## config.mk

```make
export PLATFORM = sky130hd
export DESIGN_NAME = board_discrete_io_port
export DESIGN_NICKNAME = d
export VERILOG_FILES = /design/src/discrete_io_pkg.sv /design/src/pin_sync_if.sv /design/src/pin_input_filter.sv /design/src/board_discrete_io_port.sv
export SDC_FILE = /design/constraint.sdc
export NUM_CORES = 1
export LEC_CHECK = 0
export ABC_AREA = 1
export BUFFER_PORTS_ARGS = -buffer_cell sky130_fd_sc_hd__buf_2
export CORE_ASPECT_RATIO = 1.25
export CORE_MARGIN = 4
export CORE_UTILIZATION = 30
export DETAILED_ROUTE_END_ITERATION = 7
export GPL_TIMING_DRIVEN = 0
export PLACE_DENSITY_LB_ADDON = 0.1
export SYNTH_ARGS = -nofsm -noshare
export SYNTH_HDL_FRONTEND = slang
export SYNTH_SLANG_ARGS = --single-unit
```

## constraint.sdc

```tcl
create_clock -name mclk -period 2.3 [get_ports mclk]
set_input_delay 0.46 -clock mclk [delete_from_list [all_inputs] [get_ports mclk]]
set_output_delay 0.46 -clock mclk [all_outputs]
set_load 0.005 [all_outputs]
```

## src/discrete_io_pkg.sv

```systemverilog
// constants for the board discrete i/o port decode
package discrete_io_pkg;
	// i/o space byte addresses
	localparam logic [15:0] ADDR_LINE_DRIVER = 16'h4140;
	localparam logic [15:0] ADDR_RUN_LAMP = 16'h4141;
	localparam logic [15:0] ADDR_USER_LAMP = 16'h4142;
	localparam logic [15:0] ADDR_FIRST_RELAY = 16'h4143;
	localparam logic [15:0] ADDR_SECOND_RELAY = 16'h4144;
	localparam logic [15:0] ADDR_GROUP_A = 16'h4145;
	localparam logic [15:0] ADDR_GROUP_B = 16'h4146;
	localparam logic [15:0] ADDR_CONV_SELECT = 16'h4147;
	// read-side aliases of the same addresses
	localparam logic [15:0] ADDR_RD_INPUTS = 16'h4140;
	localparam logic [15:0] ADDR_RD_OUT_STATES = 16'h4141;
	localparam logic [15:0] ADDR_RD_CONV_IN_A = 16'h4142;
	localparam logic [15:0] ADDR_RD_CONV_IN_B = 16'h4143;
	localparam logic [15:0] ADDR_RD_CONV_DONE = 16'h4144;
	// field positions
	localparam int ON_BIT = 0;
	localparam int GROUP_IDX_LSB = 0;
	localparam int GROUP_IDX_W = 3;
	localparam int GROUP_STATE_BIT = 7;
	localparam int GROUP_DRIVERS = 6;
	localparam int STATUS_BIT = 0;
	// output state bit order at the output-state read
	localparam int OST_LINE_DRIVER = 0;
	localparam int OST_RUN_LAMP = 1;
	localparam int OST_USER_LAMP = 2;
	localparam int OST_FIRST_RELAY = 3;
	localparam int OST_SECOND_RELAY = 4;
	localparam int OST_CONV_SELECT = 5;
	// reset values
	localparam logic OUT_RESET = 1'b0;
	localparam logic [5:0] GROUP_RESET = 6'h00;
	localparam logic [7:0] RDATA_RESET = 8'h00;
	// synchroniser depth for pin inputs
	localparam int SYNC_STAGES = 3;
endpackage

```

## src/pin_sync_if.sv

```systemverilog
// carrier between the port decode and its pin input filter
`timescale 1ns/1ps
interface pin_sync_if #(parameter int W = 10);
	logic [W-1:0] raw;
	logic [W-1:0] clean;
	modport filter (input raw, output clean);
	modport user (output raw, input clean);
endinterface

```

## src/pin_input_filter.sv

```systemverilog
// three-stage synchroniser with agreement filter for pin inputs
`timescale 1ns/1ps
module pin_input_filter
	import discrete_io_pkg::*;
#(
	parameter int W = 10
) (
	input wire logic mclk,
	input wire logic rstn,
	pin_sync_if.filter pins
);
	// refused at elaboration: a zero-width filter has nothing to hold
	if (W < 1) begin : g_bad_width
		$error("pin_input_filter: width must be at least 1");
	end

	logic [W-1:0] s1_r;
	logic [W-1:0] s2_r;
	logic [W-1:0] s3_r;
	logic [W-1:0] clean_r;
	logic [W-1:0] clean_nxt;

	// only the agreeing later stages may update the clean value
	genvar i;
	for (i = 0; i < W; i++) begin : g_bit
		assign clean_nxt[i] = (s2_r[i] == s3_r[i]) ? s3_r[i] : clean_r[i];
	end

	always_ff @(posedge mclk or negedge rstn) begin
		if (!rstn) begin
			s1_r <= '0;
			s2_r <= '0;
			s3_r <= '0;
			clean_r <= '0;
		end else begin
			s1_r <= pins.raw;
			s2_r <= s1_r;
			s3_r <= s2_r;
			clean_r <= clean_nxt;
		end
	end

	assign pins.clean = clean_r;
endmodule

```

## src/board_discrete_io_port.sv

```systemverilog
// i/o space decode for the board's discrete outputs, drivers and inputs
`timescale 1ns/1ps
module board_discrete_io_port
	import discrete_io_pkg::*;
#(
	parameter int IN_W = 8
) (
	input wire logic mclk,
	input wire logic rstn,
	input wire logic [15:0] io_addr,
	input wire logic [7:0] io_wdata,
	input wire logic io_wr,
	input wire logic io_rd,
	output logic [7:0] io_rdata,
	input wire logic [IN_W-1:0] digital_inputs,
	input wire logic converter_data_in,
	input wire logic conversion_done,
	output logic line_driver_en,
	output logic run_lamp,
	output logic user_lamp,
	output logic first_relay,
	output logic second_relay,
	output logic [GROUP_DRIVERS-1:0] driver_group_a,
	output logic [GROUP_DRIVERS-1:0] driver_group_b,
	output logic converter_select_n
);
	// refused at elaboration: the input read is a single data byte
	if (IN_W != 8) begin : g_bad_width
		$error("board_discrete_io_port: input read is one byte wide");
	end

	localparam int SYNC_W = IN_W + 2;

	// group write helper: one-hot mask of the addressed driver
	function automatic logic [GROUP_DRIVERS-1:0] group_mask(input logic [7:0] d);
		logic [GROUP_DRIVERS-1:0] m;
		m = '0;
		for (int k = 0; k < GROUP_DRIVERS; k++) begin
			if (d[GROUP_IDX_LSB +: GROUP_IDX_W] == k[GROUP_IDX_W-1:0]) begin
				m[k] = 1'b1;
			end
		end
		return m;
	endfunction

	// apply a group write; an index past the last driver yields no mask
	function automatic logic [GROUP_DRIVERS-1:0] group_apply(
		input logic [GROUP_DRIVERS-1:0] cur,
		input logic [7:0] d
	);
		logic [GROUP_DRIVERS-1:0] m;
		m = group_mask(d);
		return d[GROUP_STATE_BIT] ? (cur | m) : (cur & ~m);
	endfunction

	pin_sync_if #(.W(SYNC_W)) pin_bus ();

	pin_input_filter #(.W(SYNC_W)) u_filter (
		.mclk(mclk),
		.rstn(rstn),
		.pins(pin_bus)
	);

	assign pin_bus.raw = {conversion_done, converter_data_in, digital_inputs};

	wire [IN_W-1:0] inputs_clean = pin_bus.clean[IN_W-1:0];
	wire conv_in_clean = pin_bus.clean[IN_W];
	wire conv_done_clean = pin_bus.clean[IN_W+1];

	logic line_drv_r;
	logic run_lamp_r;
	logic user_lamp_r;
	logic relay0_r;
	logic relay1_r;
	logic conv_sel_r;
	logic [GROUP_DRIVERS-1:0] grp_a_r;
	logic [GROUP_DRIVERS-1:0] grp_b_r;
	logic [7:0] rdata_r;

	// write decode
	wire wr_line = io_wr && (io_addr == ADDR_LINE_DRIVER);
	wire wr_run = io_wr && (io_addr == ADDR_RUN_LAMP);
	wire wr_user = io_wr && (io_addr == ADDR_USER_LAMP);
	wire wr_rel0 = io_wr && (io_addr == ADDR_FIRST_RELAY);
	wire wr_rel1 = io_wr && (io_addr == ADDR_SECOND_RELAY);
	wire wr_grp_a = io_wr && (io_addr == ADDR_GROUP_A);
	wire wr_grp_b = io_wr && (io_addr == ADDR_GROUP_B);
	wire wr_csel = io_wr && (io_addr == ADDR_CONV_SELECT);
	wire wr_bit = io_wdata[ON_BIT];

	// next values of the single outputs
	wire line_drv_nxt = wr_line ? wr_bit : line_drv_r;
	wire run_lamp_nxt = wr_run ? wr_bit : run_lamp_r;
	wire user_lamp_nxt = wr_user ? wr_bit : user_lamp_r;
	wire relay0_nxt = wr_rel0 ? wr_bit : relay0_r;
	wire relay1_nxt = wr_rel1 ? wr_bit : relay1_r;
	wire conv_sel_nxt = wr_csel ? wr_bit : conv_sel_r;

	// group drivers: indexed bit, state in bit 7, rest held
	wire [GROUP_DRIVERS-1:0] grp_a_nxt = wr_grp_a ?
		group_apply(grp_a_r, io_wdata) : grp_a_r;
	wire [GROUP_DRIVERS-1:0] grp_b_nxt = wr_grp_b ?
		group_apply(grp_b_r, io_wdata) : grp_b_r;

	wire [7:0] out_states = {2'b00, conv_sel_r, relay1_r, relay0_r,
		user_lamp_r, run_lamp_r, line_drv_r};

	// read decode; write-only and unmapped addresses read as zero
	wire rd_inputs = (io_addr == ADDR_RD_INPUTS);
	wire rd_outs = (io_addr == ADDR_RD_OUT_STATES);
	wire rd_conv_in = (io_addr == ADDR_RD_CONV_IN_A) || (io_addr == ADDR_RD_CONV_IN_B);
	wire rd_done = (io_addr == ADDR_RD_CONV_DONE);
	wire [7:0] rd_mux = rd_inputs ? inputs_clean :
		rd_outs ? out_states :
		rd_conv_in ? {7'h00, conv_in_clean} :
		rd_done ? {7'h00, conv_done_clean} :
		8'h00;
	// read data holds between reads so a slow host can sample late
	wire [7:0] rdata_nxt = io_rd ? rd_mux : rdata_r;

	always_ff @(posedge mclk or negedge rstn) begin
		if (!rstn) begin
			line_drv_r <= OUT_RESET;
			run_lamp_r <= OUT_RESET;
			user_lamp_r <= OUT_RESET;
			relay0_r <= OUT_RESET;
			relay1_r <= OUT_RESET;
			conv_sel_r <= OUT_RESET;
		end else begin
			line_drv_r <= line_drv_nxt;
			run_lamp_r <= run_lamp_nxt;
			user_lamp_r <= user_lamp_nxt;
			relay0_r <= relay0_nxt;
			relay1_r <= relay1_nxt;
			conv_sel_r <= conv_sel_nxt;
		end
	end

	always_ff @(posedge mclk or negedge rstn) begin
		if (!rstn) begin
			grp_a_r <= GROUP_RESET;
			grp_b_r <= GROUP_RESET;
			rdata_r <= RDATA_RESET;
		end else begin
			grp_a_r <= grp_a_nxt;
			grp_b_r <= grp_b_nxt;
			rdata_r <= rdata_nxt;
		end
	end

	assign line_driver_en = line_drv_r;
	assign run_lamp = run_lamp_r;
	assign user_lamp = user_lamp_r;
	assign first_relay = relay0_r;
	assign second_relay = relay1_r;
	assign driver_group_a = grp_a_r;
	assign driver_group_b = grp_b_r;
	// select pin is active low: "on" pulls it down
	assign converter_select_n = ~conv_sel_r;
	assign io_rdata = rdata_r;

	wire [GROUP_DRIVERS-1:0] chk_mask = group_mask(io_wdata);
	wire chk_bad_idx = io_wdata[GROUP_IDX_LSB +: GROUP_IDX_W] >= GROUP_IDX_W'(GROUP_DRIVERS);
endmodule

```

== Word level (Yosys, flattened, before mapping) ==
Cells that the tools add are included.

* Logic and storage cells: 73
* Output and inout bits: 26
* Flip-flop bits (word level): 66
* Input bits: 38

* Bitwise gates (word level): 6
* Multiplexer cells: 12
* Equal/unequal tests: 23
* Reduce and logical (&&, ||, !) cells: 10

{| class="wikitable"
|+ Operators with widths
! operator !! count
|-
| $eq 16x15->1 const B || 8
|-
| $mux 6 || 3
|-
| $and 6x6->6 || 2
|-
| $or 6x6->6 || 2
|-
| $eq 1x1->1 || 10
|-
| $logic_and 1x1->1 || 8
|-
| $mux 1 || 8
|-
| $mux 8 || 1
|-
| $eq 3x2->1 const B || 2
|-
| $eq 3x3->1 const B || 2
|-
| $not 6->6 || 1
|-
| $eq 3x1->1 const B || 1
|-
| $logic_not 3->1 || 1
|-
| $logic_or 1x1->1 || 1
|-
| $not 1->1 || 1
|}

== Longest topological paths before layout ==
* Depth after elaboration: 5
* Mapped depth: 10
* Mapped depth without buffers: 10

== Cells and area by module ==
From an unflattened synthesis, not the netlist that was laid out.

* Cells, all modules: 262
* Area total of the unflattened synthesis: 2620.0 sq um

{| class="wikitable"
|+ By module, submodules not included
! module !! cells each !! seq. area each (sq um) !! times used !! area each (sq um)
|-
| board_discrete_io_port || 182 || 650.6 || 1 || 1456.4
|-
| pin_input_filter || 80 || 1001.0 || 1 || 1163.6
|}

== Worst setup path after synthesis ==
OpenSTA, ideal clock, no wires.

* Kind: input -> register
* From: input port io_addr[5]
* To: register rdata_r[1], in the netlist io_rdata[1]
* Data required time: 2.179 ns
* Slack: 0.891 ns
* Library setup time: 0.121 ns
* Data arrival time: 1.288 ns
* Path buffers: 1
* Stages on the path: 8
* Path through: nor2_1 -> nand2_2 -> nor2_4 -> nand2_2 -> buf_6 -> nand2_1 -> nor2_1 -> o22a_1

* Word-level cells in the longest chain between the ends: 3
* Elaborated cells between the ends (all ways): 4
* Classes of those cells: 2 x eq/ne; 2 x mux

{| class="wikitable"
|+ Ends and longest elaborated chain
! element !! RTL line !! RTL
|-
| start, declared || board_discrete_io_port.sv:10 || <nowiki>input wire logic [15:0] io_addr,</nowiki>
|-
| $eq 16x15->1 || board_discrete_io_port.sv:110 || <nowiki>wire rd_outs = (io_addr == ADDR_RD_OUT_STATES);</nowiki>
|-
| $mux 6 || board_discrete_io_port.sv:114 || <nowiki>rd_outs ? out_states :</nowiki>
|-
| $mux 8 * || board_discrete_io_port.sv:113 || <nowiki>wire [7:0] rd_mux = rd_inputs ? inputs_clean :</nowiki>
|-
| end signal, assigned || board_discrete_io_port.sv:147 || <nowiki>rdata_r <= rdata_nxt;</nowiki>
|-
| end, declared || board_discrete_io_port.sv:78 || <nowiki>logic [7:0] rdata_r;</nowiki>
|}

Every way passes the cells marked *; elsewhere a longest branch is shown, timed or not.
A chain may end at the register's enable or synchronous reset.

== Worst setup path in the final report ==
* From: register relay0_r, in the netlist first_relay
* To: output port first_relay

{| class="wikitable"
|+ RTL lines
! element !! RTL line !! RTL
|-
| start, declared || board_discrete_io_port.sv:73 || <nowiki>logic relay0_r;</nowiki>
|-
| start signal, assigned || board_discrete_io_port.sv:133 || <nowiki>relay0_r <= relay0_nxt;</nowiki>
|-
| end, declared || board_discrete_io_port.sv:21 || <nowiki>output logic first_relay,</nowiki>
|}

No word-level cell between the ends.

==> run metrics <==
Die Footprint=0.0100 mm2; Worst EP arrival=0.91 ns; Max IR drop VDD=386 uV; placed cells=383; DIE WIDTH=90.3 um; global-route wire length before repair=8.89 mm; max_cap viols=0; crit path buf inv count=1; Clock Latency Late Sink=0.33 ns; Mapped Area=0.00254 mm2; worst hold path class=input port to async pin; Synth cell types=23; setup bufs post-CTS=0; drt wl/cell=13.1 um; CTS clk-pin slew, worst paths=0.08 ns; grt total ovfl=0; CP max stage cell=dfrtp_1; worst-path cell chain=buf_2; CTS H-tree lvls=3; Switching Share=22.0%; CTS tree=yes; combinational share of power=4.9%; First DRT Iteration DRCs=73; GR Util All Layers=11.3%; Via density=4.43; die extent in y=111 um; outcome=complete, no violations; Via Count=1766; largest net degree at the start of global routing=67; CTS Hold Bufs=0; WP data required=1.84 ns; Cell Int Power=1.99 mW; power density cells=796 mW/mm2; I/O pin cnt=64; initial antenna violation count=0; Slew Limit Headroom=45.7%; final worst path period share=59.5%; area grow syn2layout=26.0%; clk_skew=0.00479 ns; total clock sinks=66; final slew viol count=0; WHS=0.206 ns; Crit Path Max Fanout=3; fin nets=335; IO buf count=59; DP HPWL=3.61 mm; setup TNS=0 ns; clock root buffer=clkbuf_8; vias in the first global route=1777; number of synthesized register bits=66; RSZ-0062 raised after global routing=no; Syn Inst Count=227; first drt pass iteration count=4; syn_area_per_cell=11.2 um2; CTS Buf Count=9; RePlAce Congestion=0.765; clock share of power=46.5%; Reg power frac=48.5%; Top delay family on crit path=flip-flops; cts repair resizes=0; core box area=0.00824 mm2; worst-case clock buffer depth=2; fmax=731 MHz; Worst-Margin Slew=0.814 ns; LEAKAGE=1.51 nW; Ys Warns=0; sequential fraction of the synthesis area=65.1%; Finished Layout Cells=399; overall routed net length=5.22 mm; Net Switching=559 uW; ANT nets after route=0; Antenna diodes=0; Crit path largest cell delay=0.42 ns; Mapped Nets=265; Final Hold Vio Count=0; Core Rows=37; Starting Density=30.8%; share of layout cells above drive strength 1=31.8%; DR DRC count=0; nature of the critical path startpoint=flop; final setup fails=0; Worst setup EP type=output port; fin crit period=1.37 ns; WS Path Type=flop to output port
-- cells by family (layout without fill, tap and decap cells) --
family | Yosys count | in the layout | synth area share, %
adder cells (fa/ha/maj) | 10 | 10 | 3.94
flip-flops | 66 | 66 | 65.1
buffers and inverters | 24 | 99 | 4.14
AO/OA/AOI/OAI | 36 | 36 | 8.83
AND/OR/NAND/NOR | 91 | 91 | 18.0
-- power by group through the flow --
stage               clock (mW)  combinational (mW)  sequential [mW]
floorplan                    0              0.0554             1.25
global placement             0               0.128             1.26
detailed placement           0               0.129             1.26
CTS                       1.22               0.130             1.24
global route              1.27               0.147             1.24
finish                    1.18               0.125             1.23
-- routing by layer --
layer / vias up / wire, um / global-route usage [%]
met5: - / 0 / 0
met4: 0 / 113 / 6.74
met3: 9 / 294 / 3.60
met1: 815 / 2350 / 14.0
li1: 900 / - / -
met2: 42 / 2460 / 17.3
-- Yosys cell counts (all sizes together) --
library cell / n / area [um2]
a21oi: 7 / 35.0
buf: 2 / 22.5
clkbuf: 2 / 7.51
clkinv: 1 / 3.75
dfrtp: 66 / 1650
inv: 19 / 71.3
maj3: 10 / 100
nand2: 35 / 139
nand3: 12 / 87.6
nand4: 2 / 12.5
nor2: 34 / 178
nor3: 8 / 40.0
o21ai: 14 / 70.1
o21bai: 1 / 7.51
o22a: 5 / 43.8
o31ai: 9 / 67.6
-- metrics by stage --
stage / utilization, % / power (mW) / area, um2 / setup slack [ns]
2_1_floorplan: - / 1.31 / 2540 / 0.891
3_3_place_gp: 35.8 / 1.38 / 2950 / 0.448
3_5_place_dp: 35.9 / 1.39 / 2960 / 0.615
4_1_cts: 38.8 / 2.59 / 3200 / 0.917
5_1_grt: 38.8 / 2.66 / 3200 / 0.760
6_report: 38.8 / 2.54 / 3200 / 0.933
-- path summary, 6_finish.rpt --
check,from,to,slack (ns),cells past startpoint
max,first_relay$_DFFE_PN0P_,first_relay,0.93,1
min,rstn,u_filter.s3_r[7]$_DFF_PN0_,0.21,1
max reg2reg,u_filter.pins.clean[0]$_DFFE_PN0N_,io_rdata[0]$_DFFE_PN0P_,1.42,3
min reg2reg,u_filter.s1_r[7]$_DFF_PN0_,u_filter.s2_r[7]$_DFF_PN0_,0.35,0
max in group asynchronous,rstn,async pin,1.55,1
min in group mclk,digital_inputs[7],u_filter.s1_r[7]$_DFF_PN0_,0.22,1
-- area by class of cell --
class                      count  area [um2]
buffer                         4        30.0
clock inverter                 6         114
timing repair buffer          59         298
fill                         837        5040
sequential                    66        1650
multi-input combinational    137         781
clock buffer                  10         128
tap                           97         121
inverter                      20        75.1
-- placed cells by master (no fill, tap or decap), drive strengths merged --
cell / n
clkinvlp: 2
o31ai: 9
nand4: 2
a21oi: 7
buf: 61
clkbuf: 12
o22a: 5
maj3: 10
clkinv: 1
nand2: 35
dfrtp: 66
o21bai: 1
bufinv: 3
nor3: 8
inv: 20
nand3: 12
o21ai: 14
nor2: 34
Note: power is estimated with default switching activity, not from simulation.
